===== config.mk =====
export PLATFORM = sky130hd
export DESIGN_NAME = srvcc_top
export DESIGN_NICKNAME = d
export VERILOG_FILES = /design/src/core/srvcc_pkg.sv /design/src/core/srvcc_top.sv
export SDC_FILE = /design/constraint.sdc
export NUM_CORES = 1
export LEC_CHECK = 0
export ABC_CLOCK_PERIOD_IN_PS = 3200
export BUFFER_PORTS_ARGS = -buffer_cell sky130_fd_sc_hd__buf_2
export CORE_MARGIN = 2
export CORE_UTILIZATION = 25
export DETAILED_ROUTE_END_ITERATION = 7
export REMOVE_ABC_BUFFERS = 1
export SLEW_MARGIN = 20
export SYNTH_ARGS = -nofsm -noshare
export SYNTH_HDL_FRONTEND = slang
export SYNTH_SLANG_ARGS = --single-unit

===== constraint.sdc =====
create_clock -name i_core_clk -period 3.2 [get_ports i_core_clk]
set_clock_uncertainty 0.15 [all_clocks]
set_input_delay 0.48 -clock i_core_clk [delete_from_list [all_inputs] [get_ports i_core_clk]]
set_output_delay 0.48 -clock i_core_clk [all_outputs]
set_load 0.02 [all_outputs]

===== src/core/srvcc_pkg.sv =====
// Function
// Control bit 0 turns all virtual functions of a physical function on or off, resets to zero.
// Control bit 1 enables migration support, resets to zero, writable only when migration is supported.
// Control bit 2 enables the migration state change interrupt, resets to zero.
// Control bit 3 lets virtual functions decode memory; while clear they take no memory access.
// Control bit 4 lets virtual functions sit at function numbers 8 to 255; it resets to zero.
// Control bit 4 is writable only in the lowest physical function and reads zero elsewhere.
// A root-complex integrated endpoint hardwires control bit 4 to zero.
// Control bits 15 to 5 are reserved, hold no function and read back zero.
// The control register decodes at configuration offset 208h, dword aligned.
// Host software writes the active virtual-function count before turning virtual functions on.
// While control bit 0 is one, writes to the active virtual-function count are ignored.
// The active virtual-function count reads in bits 15:0 of the dword at offset 84h.
// Host software sets control bits 0 and 3 before sending memory requests to virtual functions.
// The alternative routing-id parameter is on, so extended function numbers are reachable.
// While control bit 0 is set, the virtual functions answer requests like ordinary endpoints.
// While control bit 0 is clear, no request to a virtual function of that function is answered.
// Configuration writes update only the bytes whose byte enables are set.
package srvcc_pkg;

	// ------------------------------------------------------------
	// function layout
	// ------------------------------------------------------------
	localparam int NUM_PF = 2;
	localparam logic [7:0] PF_FN_LIMIT = 8'h02;
	localparam logic [7:0] VF_FIRST_FN = 8'h02;
	localparam logic [7:0] VF_SLOTS_PER_PF = 8'h04;
	localparam logic [7:0] EXT_FN_START = 8'h08;

	// ------------------------------------------------------------
	// register map and fields
	// ------------------------------------------------------------
	localparam logic [11:0] ADDR_ACTIVE_VF_COUNT = 12'h084;
	localparam logic [11:0] ADDR_VF_CONTROL = 12'h208;
	localparam int CTRL_ACTIVATE_BIT = 0;
	localparam int CTRL_MIGRATION_BIT = 1;
	localparam int CTRL_MIG_IRQ_BIT = 2;
	localparam int CTRL_MEM_DECODE_BIT = 3;
	localparam int CTRL_EXT_FN_BIT = 4;
	localparam int CTRL_IMPL_W = 5;
	localparam logic [CTRL_IMPL_W-1:0] CTRL_RESET = 5'h00;
	localparam logic [15:0] COUNT_RESET = 16'h0000;
	localparam logic [31:0] READ_ZERO = 32'h0000_0000;

	// ------------------------------------------------------------
	// carriers
	// ------------------------------------------------------------
	typedef struct packed {
		logic valid;
		logic write;
		logic [7:0] fn;
		logic [9:0] dw;
		logic [3:0] be;
		logic [31:0] data;
	} srvcc_cfg_req_type;

	typedef struct packed {
		logic valid;
		logic [7:0] fn;
	} srvcc_mem_req_type;

	typedef struct packed {
		logic hit;
		logic [0:0] pf;
		logic [7:0] idx;
	} srvcc_vf_hit_type;

	// ------------------------------------------------------------
	// helpers
	// ------------------------------------------------------------
	function automatic logic [9:0] dw_of(input logic [11:0] addr);
		dw_of = addr[11:2];
	endfunction

	// byte-enable merge of a 16-bit field in the low half
	function automatic logic [15:0] merge16(input logic [15:0] old,
		input logic [15:0] wdata, input logic [1:0] be);
		merge16 = old;
		if (be[0]) begin
			merge16[7:0] = wdata[7:0];
		end
		if (be[1]) begin
			merge16[15:8] = wdata[15:8];
		end
	endfunction

	// map a function number onto its owning physical function
	function automatic srvcc_vf_hit_type decode_vf(input logic [7:0] fn,
		input logic ext_on);
		logic [7:0] rel;
		logic [7:0] lo;
		decode_vf = '0;
		rel = fn - VF_FIRST_FN;
		for (int p = 0; p < NUM_PF; p++) begin
			lo = 8'(p * 4);
			if (fn >= VF_FIRST_FN && rel >= lo &&
				rel < lo + VF_SLOTS_PER_PF &&
				(fn < EXT_FN_START || ext_on)) begin
				decode_vf.hit = 1'b1;
				decode_vf.pf = 1'(p);
				decode_vf.idx = rel - lo;
			end
		end
	endfunction

endpackage


===== src/core/srvcc_top.sv =====
`timescale 1ns/1ps
module srvcc_top #(
	parameter bit MIGRATION_CAPABLE = 1'b0,
	parameter bit IS_RC_INTEGRATED = 1'b0,
	parameter bit ALT_ROUTING_ID_PARAM = 1'b1
) (
	input wire logic i_core_clk,
	input wire logic i_resetn,
	input wire srvcc_pkg::srvcc_cfg_req_type i_cfg_req,
	input wire srvcc_pkg::srvcc_mem_req_type i_mem_req,
	output logic o_cpl_valid,
	output logic [31:0] o_cpl_data,
	output logic o_req_dropped,
	output logic o_mem_accept,
	output logic [srvcc_pkg::NUM_PF-1:0] o_vf_active,
	output logic [srvcc_pkg::NUM_PF-1:0] o_vf_mem_on,
	output logic [srvcc_pkg::NUM_PF-1:0] o_migration_on,
	output logic [srvcc_pkg::NUM_PF-1:0] o_migration_irq_on,
	output logic o_ext_fn_on
);

	// ------------------------------------------------------------
	// state
	// ------------------------------------------------------------
	logic [srvcc_pkg::CTRL_IMPL_W-1:0] ctrl_r [srvcc_pkg::NUM_PF];
	logic [srvcc_pkg::CTRL_IMPL_W-1:0] ctrl_nxt [srvcc_pkg::NUM_PF];
	logic [15:0] count_r [srvcc_pkg::NUM_PF];
	logic [15:0] count_nxt [srvcc_pkg::NUM_PF];
	logic cpl_valid_r;
	logic cpl_valid_nxt;
	logic [31:0] cpl_data_r;
	logic [31:0] cpl_data_nxt;
	logic dropped_r;
	logic dropped_nxt;
	logic mem_accept_r;
	logic mem_accept_nxt;
	logic ext_on;
	srvcc_pkg::srvcc_vf_hit_type cfg_vf;
	srvcc_pkg::srvcc_vf_hit_type mem_vf;

	// local copy of the stored control width, declared before its users
	localparam int CTRL_W_LOCAL = srvcc_pkg::CTRL_IMPL_W;

	logic [CTRL_W_LOCAL-1:0] wmask [srvcc_pkg::NUM_PF];

	// ------------------------------------------------------------
	// writable bits per physical function
	// ------------------------------------------------------------
	// migration bit follows capability; extension bit only in the
	// lowest function, never in an integrated endpoint
	always_comb begin
		for (int p = 0; p < srvcc_pkg::NUM_PF; p++) begin
			wmask[p] = '0;
			wmask[p][srvcc_pkg::CTRL_ACTIVATE_BIT] = 1'b1;
			wmask[p][srvcc_pkg::CTRL_MIGRATION_BIT] = MIGRATION_CAPABLE;
			wmask[p][srvcc_pkg::CTRL_MIG_IRQ_BIT] = 1'b1;
			wmask[p][srvcc_pkg::CTRL_MEM_DECODE_BIT] = 1'b1;
			wmask[p][srvcc_pkg::CTRL_EXT_FN_BIT] = (p == 0) &&
				!IS_RC_INTEGRATED && ALT_ROUTING_ID_PARAM;
		end
	end

	// ------------------------------------------------------------
	// function decode
	// ------------------------------------------------------------
	// extended numbering is governed by the lowest function only
	assign ext_on = ctrl_r[0][srvcc_pkg::CTRL_EXT_FN_BIT];
	assign cfg_vf = srvcc_pkg::decode_vf(i_cfg_req.fn, ext_on);
	assign mem_vf = srvcc_pkg::decode_vf(i_mem_req.fn, ext_on);

	// ------------------------------------------------------------
	// register writes
	// ------------------------------------------------------------
	always_comb begin
		logic [15:0] merged;
		merged = '0;
		for (int p = 0; p < srvcc_pkg::NUM_PF; p++) begin
			ctrl_nxt[p] = ctrl_r[p];
			count_nxt[p] = count_r[p];
			if (i_cfg_req.valid && i_cfg_req.write &&
				i_cfg_req.fn == 8'(p)) begin
				if (i_cfg_req.dw ==
					srvcc_pkg::dw_of(srvcc_pkg::ADDR_VF_CONTROL)) begin
					merged = srvcc_pkg::merge16({11'h000, ctrl_r[p]},
						i_cfg_req.data[15:0], i_cfg_req.be[1:0]);
					// reserved bits 15:5 are simply not stored
					ctrl_nxt[p] = (merged[CTRL_W_LOCAL-1:0] & wmask[p]) |
						(ctrl_r[p] & ~wmask[p]);
				end
				if (i_cfg_req.dw ==
					srvcc_pkg::dw_of(srvcc_pkg::ADDR_ACTIVE_VF_COUNT) &&
					!ctrl_r[p][srvcc_pkg::CTRL_ACTIVATE_BIT]) begin
					count_nxt[p] = srvcc_pkg::merge16(count_r[p],
						i_cfg_req.data[15:0], i_cfg_req.be[1:0]);
				end
			end
		end
	end

	always_ff @(posedge i_core_clk or negedge i_resetn) begin
		if (!i_resetn) begin
			for (int p = 0; p < srvcc_pkg::NUM_PF; p++) begin
				ctrl_r[p] <= srvcc_pkg::CTRL_RESET;
				count_r[p] <= srvcc_pkg::COUNT_RESET;
			end
		end else begin
			for (int p = 0; p < srvcc_pkg::NUM_PF; p++) begin
				ctrl_r[p] <= ctrl_nxt[p];
				count_r[p] <= count_nxt[p];
			end
		end
	end

	// ------------------------------------------------------------
	// configuration completions
	// ------------------------------------------------------------
	// physical functions always answer; a virtual function answers
	// only while its owner has it switched on and in range
	always_comb begin
		logic vf_live;
		vf_live = cfg_vf.hit &&
			ctrl_r[cfg_vf.pf][srvcc_pkg::CTRL_ACTIVATE_BIT] &&
			{8'h00, cfg_vf.idx} < count_r[cfg_vf.pf];
		cpl_valid_nxt = 1'b0;
		cpl_data_nxt = srvcc_pkg::READ_ZERO;
		dropped_nxt = 1'b0;
		if (i_cfg_req.valid) begin
			if (i_cfg_req.fn < srvcc_pkg::PF_FN_LIMIT) begin
				cpl_valid_nxt = 1'b1;
				if (!i_cfg_req.write && i_cfg_req.dw ==
					srvcc_pkg::dw_of(srvcc_pkg::ADDR_VF_CONTROL)) begin
					cpl_data_nxt = {27'h0000000,
						ctrl_r[i_cfg_req.fn[0]]};
				end
				if (!i_cfg_req.write && i_cfg_req.dw ==
					srvcc_pkg::dw_of(srvcc_pkg::ADDR_ACTIVE_VF_COUNT)) begin
					cpl_data_nxt = {16'h0000,
						count_r[i_cfg_req.fn[0]]};
				end
			end else if (vf_live) begin
				cpl_valid_nxt = 1'b1;
			end else begin
				dropped_nxt = 1'b1;
			end
		end
	end

	// ------------------------------------------------------------
	// memory acceptance for virtual functions
	// ------------------------------------------------------------
	always_comb begin
		mem_accept_nxt = i_mem_req.valid && mem_vf.hit &&
			ctrl_r[mem_vf.pf][srvcc_pkg::CTRL_ACTIVATE_BIT] &&
			ctrl_r[mem_vf.pf][srvcc_pkg::CTRL_MEM_DECODE_BIT] &&
			{8'h00, mem_vf.idx} < count_r[mem_vf.pf];
	end

	always_ff @(posedge i_core_clk or negedge i_resetn) begin
		if (!i_resetn) begin
			cpl_valid_r <= 1'b0;
			cpl_data_r <= srvcc_pkg::READ_ZERO;
			dropped_r <= 1'b0;
			mem_accept_r <= 1'b0;
		end else begin
			cpl_valid_r <= cpl_valid_nxt;
			cpl_data_r <= cpl_data_nxt;
			dropped_r <= dropped_nxt;
			mem_accept_r <= mem_accept_nxt;
		end
	end

	// ------------------------------------------------------------
	// outputs, all straight from flops
	// ------------------------------------------------------------
	always_comb begin
		for (int p = 0; p < srvcc_pkg::NUM_PF; p++) begin
			o_vf_active[p] = ctrl_r[p][srvcc_pkg::CTRL_ACTIVATE_BIT];
			o_vf_mem_on[p] = ctrl_r[p][srvcc_pkg::CTRL_MEM_DECODE_BIT];
			o_migration_on[p] = ctrl_r[p][srvcc_pkg::CTRL_MIGRATION_BIT];
			o_migration_irq_on[p] = ctrl_r[p][srvcc_pkg::CTRL_MIG_IRQ_BIT];
		end
	end

	assign o_ext_fn_on = ext_on;
	assign o_cpl_valid = cpl_valid_r;
	assign o_cpl_data = cpl_data_r;
	assign o_req_dropped = dropped_r;
	assign o_mem_accept = mem_accept_r;

endmodule


==> impl_metrics.yaml, run 1 <==
global_routing:
  grt.overflow.total: 0
  grt_max_degree: 43
  first_global_vias: 3264
  grt.total_usage_pct: 13.1
  antenna_found_initial: 0
  grt_pass1_wl_um: 16700
clock_tree:
  clock_sinks: 58
  clock-root-buffer: "clkbuf_16"
  insertion_delay_ns: 0.32
  cts_buffer_depth: 2
  cts_tree: "yes"
  htreeDepth: 3
  clkSlewWorstSetupHoldPaths_ns: 0.05
  cts_buffers: 9
logic_synthesis:
  yosysSeqAreaShare_pct: 39.5
  synthFlopType: "dfrtp_1"
  yosysUniqueCellTypes: 62
  ys_ff_latch: 58
  synth_edf_count: 0
  syn_area_um2: 3670
  ys_warn_count: 0
  syn_inst: 345
  synthArstFlopShare_pct: 100
  syn_area_per_cell_um2: 10.6
status:
  outcome: "finished, violations left"
  violations: "negative setup slack"
final_layout:
  areaGrowthSynthToFinish_pct: 36.7
  drive_above_1_share_pct: 34.9
  final_nets: 562
  final_cell_mix: "buf_2 (72), dfrtp_1 (58), buf_4 (44)"
  antennaDiodeCount: 0
  finish.cell_count_without_fillers: 662
  final_common_cell: "buf_2"
pwr:
  switchingPower_mw: 0.444
  p_leak_nw: 2.57
  sequentialPowerShare_pct: 36.8
  pwr-share-clk_pct: 52.5
  intPower_mw: 1.55
  total_power_mw: 2.00
  ir_drop_v: 0.000262
  swShare_pct: 22.2
  comb_power_share_pct: 10.7
  cellPowerDensity_nw_per_um2: 398
critical_path:
  criticalPathCategory: "in -> reg"
  path_max_fanout: 5
  ff2ff_path_depth: 13
  startpoint_type: "input pin"
  crit_path_end_kind: "flip-flop"
  critical_path_required_ns: 3.26
  worst_ep_arrival_time_ns: 3.50
drt:
  wirelength_um: 9950
  vias: 3072
  drt_iter0_markers: 135
  first_pass_iters: 4
  ant_nets: 0
  vias_per_cell: 4.64
  wl_per_cell_um: 15.0
  drc: 0
die:
  dieArea_um2: 15700
  die_w_um: 125
  die_y_um: 125
  num_rows: 44
  core_region_area_um2: 14400
  io_pins: 111
  start_util_pct: 25.4
run:
  drv_cap: 0
timing:
  fin_crit_ns: 3.45
  slew_headroom_pct: 54.9
  hold_violations: 0
  drv_slew: 0
  setup_ws_ns: -0.247
  setup_viol: 3
  rsz0062_at_grt: "yes"
  tightest_slew_ns: 0.668
  fmax_mhz: 290
  post-route-period-util_pct: 108
place:
  hpwl_um: 7600
  place_inst: 642
  gp_routability_congestion: 0.869
  port_buffers: 74
hold_path:
  whs_path_depth: 2
  hp-class: "in -> reg"
==> flip-flops by register name (all words and copies together) (netlist names) <==
signal / flops
count_r: 32
o_cpl_data: 16
o_vf_mem_on: 2
o_cpl_valid: 1
o_vf_active: 2
o_ext_fn_on: 1
o_migration_irq_on: 2
o_req_dropped: 1
o_mem_accept: 1
==> worst paths after layout <==
kind	slack, ns	end	start
max in group asynchronous	1.56	count_r[23]	i_resetn
min	0.24	count_r[23]	i_cfg_req[7]
max	-0.25	o_cpl_valid	i_cfg_req[48]
max reg2reg	0.16	o_cpl_valid	o_ext_fn_on
min in group asynchronous	0.48	count_r[2]	i_resetn
min reg2reg	0.36	count_r[25]	count_r[25]
==> per-stage QoR <==
stage	setup WS [ns]	hold slack (ns)	utilization (%)	cell area [µm²]	TNS, ns
final	-0.247	0.242	34.8	5020	-0.399
after global routing	-0.342	0.236	34.8	5020	-0.846
after CTS	-0.198	0.232	34.7	5000	-0.270
after detailed placement	-0.776	0.284	31.2	4500	-1.81
after global placement	-0.719	0.273	31.2	4500	-1.66
after floorplan	-0.720	0.0344	-	3560	-1.51
==> synthesized netlist by cell type (2+ instances only) <==
master      n  area, µm²
a211o_1     2       17.5
a21o_1      2       15.0
a21oi_1     8       40.0
a31oi_1     2       12.5
and3_1      6       37.5
buf_1       2       7.51
buf_2       2       10.0
buf_4      18        135
dfrtp_1    58       1450
ha_1       22        275
inv_1      15       56.3
mux2_1     39        439
mux2i_1    33        330
nand2_1    17       63.8
nand3_1     8       40.0
nand3b_1    3       22.5
nand4_1     3       18.8
nand4bb_1   2       22.5
nor2_1     35        131
nor2_2      2       12.5
nor2b_1     3       18.8
nor3_1      3       15.0
nor3_4      2       32.5
nor3b_1     2       15.0
nor4_1      8       50.1
o211ai_1    2       15.0
o21ai_0     6       30.0
o21ai_1     3       15.0
o22a_1      3       26.3
or3_1       2       12.5
==> worst max-delay path, cell delays in order <==
cell,delay [ns]
buf_8,0.08
inv_4,0.03
ha_4,0.15
o21bai_1,0.15
a211o_1,0.26
a211oi_2,0.29
nand2_2,0.14
buf_6,0.17
mux2i_1,0.12
ha_1,0.35
nand2_4,0.07
buf_6,0.11
o211ai_1,0.21
nor2_1,0.07
or3_1,0.36
o2111a_1,0.28
a21bo_1,0.17
==> cells by family (layout without fill, tap and decap cells) <==
kind of cell               after synthesis  in the layout  share of synthesized area [%]
other                                    1             18                          0.102
xor gates and xnor gates                 2              2                          0.477
AOI/OAI and AO/OA                       45             45                           8.90
muxes                                   72             72                           21.0
buffers and inverters                   39            155                           6.34
and+or+nand+nor                        106            106                           16.2
adders and majority gates               22             22                           7.50
DFF                                     58             58                           39.5
==> area by class of cell <==
cell class	instances	area, µm²
inverter	15	58.8
fill	1477	9410
clock buffer	12	256
tap	184	230
clock inverter	4	73.8
timing repair buffer	124	783
multi-input combinational	265	2160
sequential	58	1450
==> power groups by stage <==
stage / Sequential [mW] / Clock (mW) / Combinational [mW]
CTS: 0.735 / 1.07 / 0.212
detailed placement: 0.748 / 0 / 0.198
global placement: 0.748 / 0 / 0.192
global route: 0.735 / 1.10 / 0.237
floorplan: 0.749 / 0 / 0.0763
finish: 0.735 / 1.05 / 0.213
==> metal layers <==
layer  global-route usage [%]  vias to the layer above  share of wire [%]
met5                        0                        -                  0
met4                     3.33                        0                1.0
met3                     4.49                       13                6.6
met2                     21.4                       90                 48
met1                     16.6                     1486                 45
li1                         -                     1483                  -
==> what timing repair did <==
item,in CTS,in global routing
setup buffers,3,0
resized for setup,29,5
hold buffers,1,0
pin swaps,23,4
setup endpoints to repair,3,3
hold endpoints to repair,16,0
No activity file was read; power rests on OpenSTA's default activity.
==> inputs of run 2 (changes only) <==
--- a/config.mk
+++ b/config.mk
@@ -11,6 +11,7 @@
 export CORE_UTILIZATION = 25
 export DETAILED_ROUTE_END_ITERATION = 7
 export REMOVE_ABC_BUFFERS = 1
+export SKIP_CTS_REPAIR_TIMING = 1
 export SLEW_MARGIN = 20
 export SYNTH_ARGS = -nofsm -noshare
 export SYNTH_HDL_FRONTEND = slang
==> impl_metrics.yaml, run 2 (synthesis gave the netlist of run 1 again) <==
status:
  outcome: "finished, violations left"
  violations: "negative setup slack"
final_layout:
  final_cell_mix: "buf_2 (72), dfrtp_1 (58), buf_4 (45)"
  final_common_cell: "buf_2"
  largest_reg_flops: 32
  areaGrowthSynthToFinish_pct: 37.3
  antennaDiodeCount: 0
  top_register: "count_r"
  fillers: 1476
  seq_area_um2: 1450
  drive_above_1_share_pct: 35.8
  final_nets: 562
  multi_input_area_um2: 2190
clock_tree:
  clkSlewWorstSetupHoldPaths_ns: 0.05
  cts_buffer_depth: 2
  clock-root-buffer: "clkbuf_16"
  cts_buffers: 9
  insertion_delay_ns: 0.32
  clock_sinks: 58
  cts_tree: "yes"
  htreeDepth: 3
critical_path:
  worst_ep_arrival_time_ns: 3.56
  path_buf_inv: 5
  crit_path_end_kind: "flip-flop"
  path_delay_family: "compound AO/OA/AOI/OAI gates"
  critical_path_required_ns: 3.26
  critical_path.cell_chain: "buf_6, buf_6, buf_6, nor4b_4, a2bb2oi_2, a211oi_2, nand2_2, buf_6, mux2i_1, ha_1, nand2_4, buf_6, o211ai_1, nor2_1, or3_1, o2111a_1, a21bo_1"
  path_max_fanout: 5
  crit_slowest_cell: "or3_1"
  criticalPathCategory: "in -> reg"
  startpoint_type: "input pin"
  cpMostUsedCell: "buf_6"
  crit_path_max_incr_delay_ns: 0.36
place:
  port_buffers: 74
  hpwl_um: 7600
  gp_routability_congestion: 0.869
  place_ws_ns: -0.776
die:
  die_w_um: 125
  start_util_pct: 25.4
  num_rows: 44
  die_y_um: 125
  dieArea_um2: 15700
  io_pins: 111
  core_region_area_um2: 14400
timing:
  hold_ws_ns: 0.242
  setup_viol: 3
  slew_headroom_pct: 55.2
  drv_slew: 0
  fin_crit_ns: 3.50
  post-route-period-util_pct: 109
  hold_violations: 0
  fmax_mhz: 286
  rsz0062_at_grt: "yes"
  tightest_slew_ns: 0.663
  setup_ws_ns: -0.300
drt:
  vias_per_cell: 4.64
  ant_nets: 0
  drt_iter0_markers: 115
  vias: 3070
  drc: 0
  wirelength_um: 10000
  wl_per_cell_um: 15.1
  first_pass_iters: 4
global_routing:
  grt_max_degree: 43
  use_met3_pct: 4.54
  use_met2_pct: 20.9
  grt_use_met1_pct: 16.3
  grt.overflow.total: 0
  first_global_vias: 3218
  antenna_found_initial: 0
  grt.total_usage_pct: 12.8
  grt_pass1_wl_um: 16300
  top_usage_layer: "met2"
pwr:
  total_power_mw: 2.00
  swShare_pct: 22.3
  sequentialPowerShare_pct: 36.8
  pwr-share-clk_pct: 52.4
  intPower_mw: 1.55
  ir_drop_v: 0.000262
  cellPowerDensity_nw_per_um2: 397
  switchingPower_mw: 0.445
  p_leak_nw: 2.57
  comb_power_share_pct: 10.8
run:
  drv_cap: 0
hold_path:
  hp-class: "in -> reg"
## run 2: power by group through the flow
stage          Sequential, mW  Combinational [mW]  Clock [mW]
4_1_cts                 0.735               0.199        1.07
2_1_floorplan           0.749              0.0763           0
3_5_place_dp            0.748               0.198           0
3_3_place_gp            0.748               0.192           0
6_report                0.735               0.216        1.05
5_1_grt                 0.735               0.240        1.10
## run 2: metal layers
metal,up-vias,wire length [µm]
li1,1491,-
met1,1492,4420
met2,76,4860
met3,11,633
met4,0,110
met5,-,0
## run 2: metrics by stage
| stage | area, µm² | TNS, ns | utilization (%) | cells |
|---|---|---|---|---|
| 5_1_grt | 5040 | -0.943 | 34.9 | 662 |
| 6_report | 5040 | -0.530 | 34.9 | 662 |
| 3_5_place_dp | 4500 | -1.81 | 31.2 | 642 |
| 2_1_floorplan | 3560 | -1.51 | - | 338 |
| 3_3_place_gp | 4500 | -1.66 | 31.2 | 642 |
| 4_1_cts | 4830 | -0.839 | 33.5 | 658 |
## run 2: final timing paths
| path | end | startpoint | cells after the start | slack [ns] |
|---|---|---|---|---|
| worst min-delay path | count_r[23] | i_cfg_req[7] | 2 | 0.24 |
| worst max-delay path | o_cpl_valid | i_cfg_req[47] | 17 | -0.30 |
| max in group asynchronous | o_vf_active[1] | i_resetn | 3 | 1.57 |
| worst min register to register | count_r[25] | count_r[25] | 1 | 0.36 |
| min in group asynchronous | o_cpl_data[2] | i_resetn | 2 | 0.47 |
| worst max register to register | o_cpl_valid | o_ext_fn_on | 13 | 0.14 |
## run 2: layout make-up
cell class | instances | share of cell area (%)
timing repair buffer | 124 | 15.4
clock inverter | 4 | 1.47
inverter | 15 | 1.17
multi-input combinational | 265 | 43.5
tap | 184 | 4.57
sequential | 58 | 28.8
clock buffer | 12 | 5.09
==> inputs of run 3 (changes only) <==
--- a/config.mk
+++ b/config.mk
@@ -7,9 +7,12 @@
 export LEC_CHECK = 0
 export ABC_CLOCK_PERIOD_IN_PS = 3200
 export BUFFER_PORTS_ARGS = -buffer_cell sky130_fd_sc_hd__buf_2
+export CELL_PAD_IN_SITES_DETAIL_PLACEMENT = 1
+export CELL_PAD_IN_SITES_GLOBAL_PLACEMENT = 2
 export CORE_MARGIN = 2
 export CORE_UTILIZATION = 25
 export DETAILED_ROUTE_END_ITERATION = 7
+export PLACE_DENSITY_LB_ADDON = 0.1
 export REMOVE_ABC_BUFFERS = 1
 export SKIP_CTS_REPAIR_TIMING = 1
 export SLEW_MARGIN = 20
==> impl_metrics.yaml, run 3 (synthesis gave the netlist of run 1 again) <==
drt:
  vias: 3051
  wl_per_cell_um: 16.4
  drc: 0
  vias_per_cell: 4.58
  first_pass_iters: 4
  wirelength_um: 10900
  ant_nets: 0
  drt_iter0_markers: 76
timing:
  setup_viol: 3
  tightest_slew_ns: 0.830
  slew_headroom_pct: 44.7
  setup_ws_ns: -0.133
  fin_setup_tns_ns: -0.202
  rsz0062_at_grt: "yes"
  fin_crit_ns: 3.33
  hold_violations: 0
  drv_slew: 0
  fmax_mhz: 300
  post-route-period-util_pct: 104
critical_path:
  ff2ff_path_depth: 12
  critical_path_required_ns: 3.27
  path_max_fanout: 5
  r2r_end: "o_cpl_valid"
  criticalPathCategory: "in -> reg"
  worst_ep_arrival_time_ns: 3.40
  crit_path_end_kind: "flip-flop"
  startpoint_type: "input pin"
  rr_startpoint: "o_ext_fn_on"
  reg2reg_slack_ns: 0.22
clock_tree:
  cts_tree: "yes"
  cts_buffer_depth: 2
  clock_sinks: 58
  clock-root-buffer: "clkbuf_16"
  clkSlewWorstSetupHoldPaths_ns: 0.06
  htreeDepth: 3
  cts_buffers: 9
  insertion_delay_ns: 0.33
place:
  gp_routability_congestion: 0.773
  placed_area_um2: 4530
  hpwl_um: 8690
  place_inst: 646
  port_buffers: 74
global_routing:
  grt.total_usage_pct: 14.3
  grt.overflow.total: 0
  antenna_found_initial: 0
  grt_pass1_wl_um: 17500
  grt_max_degree: 36
  first_global_vias: 3261
die:
  die_w_um: 125
  die_y_um: 125
  core_region_area_um2: 14400
  num_rows: 44
  start_util_pct: 25.4
  io_pins: 111
  dieArea_um2: 15700
final_layout:
  finish.cell_count_without_fillers: 666
  largest_reg_flops: 32
  final_cell_mix: "buf_2 (71), dfrtp_1 (58), buf_4 (50)"
  drive_above_1_share_pct: 38.8
  areaGrowthSynthToFinish_pct: 38.6
  antennaDiodeCount: 0
  seq_area_um2: 1450
  multi_input_area_um2: 2220
  stdcell_area_um2: 5090
  fillers: 1632
  final_nets: 566
  final_common_cell: "buf_2"
  post-route-util_pct: 35.3
  top_register: "count_r"
status:
  outcome: "finished, violations left"
  violations: "negative setup slack"
pwr:
  total_power_mw: 1.98
  cellPowerDensity_nw_per_um2: 390
  p_leak_nw: 2.61
  ir_drop_v: 0.000255
run:
  drv_cap: 0
hold_path:
  hp-class: "in -> async"
## run 3: changes by cell type in the layout (fill, tap and decap cells not counted), sizes merged
cell,previous run,this run
clkbuf,12,9
dlygate4sd3,1,0
buf,123,128
clkinv,2,3
clkinvlp,0,2
## run 3: per-stage QoR
step	setup slack [ns]	hold slack (ns)
floorplan	-0.720	0.0344
global placement	-0.748	0.349
detailed placement	-0.831	0.361
CTS	-0.502	0.138
global route	-0.285	0.166
finish	-0.133	0.0998
## run 3: critical path, stage by stage
cell      delay, ns
buf_6          0.10
or4_4          0.54
o32ai_4        0.23
a211oi_2       0.09
buf_4          0.15
buf_4          0.14
and3_1         0.20
ha_1           0.28
nand2_1        0.08
o211ai_1       0.24
nor2_1         0.08
or3_1          0.35
o2111a_1       0.27
a21bo_1        0.17
## run 3: worst max-delay path by stage
stage / slack, ns / endpoint / start / depth (start not counted)
floorplan: -0.72 / o_cpl_valid / i_cfg_req[47] / 15
global placement: -0.75 / o_cpl_valid / i_cfg_req[47] / 16
detailed placement: -0.83 / o_cpl_valid / i_cfg_req[50] / 14
CTS: -0.50 / o_cpl_valid / i_cfg_req[50] / 14
global route: -0.28 / o_cpl_valid / i_cfg_req[48] / 17
finish: -0.13 / o_cpl_valid / i_cfg_req[47] / 14
## run 3: where the power goes
| part | total [mW] | switching (mW) | internal (mW) |
|---|---|---|---|
| clock | 1.02 | 0.344 | 0.679 |
| sequential | 0.735 | 0.000140 | 0.735 |
| combinational | 0.225 | 0.129 | 0.0962 |
| total | 1.98 | 0.473 | 1.51 |
## run 3: cell type report
class	instances	share of cell area, %
inverters	15	1.16
repair buffers	128	15.9
multi-input cells	265	43.6
clock buffers	9	4.43
flip-flops and latches	58	28.5
clock inverters	7	1.85
well taps	184	4.53
## run 3: metal layers
metal	global-route usage [%]	share of wire, %	vias to the layer above
li1	-	-	1490
met1	17.7	45	1500
met2	25.3	51	49
met3	2.87	3.2	12
met4	3.53	1.1	0
met5	0	0	-
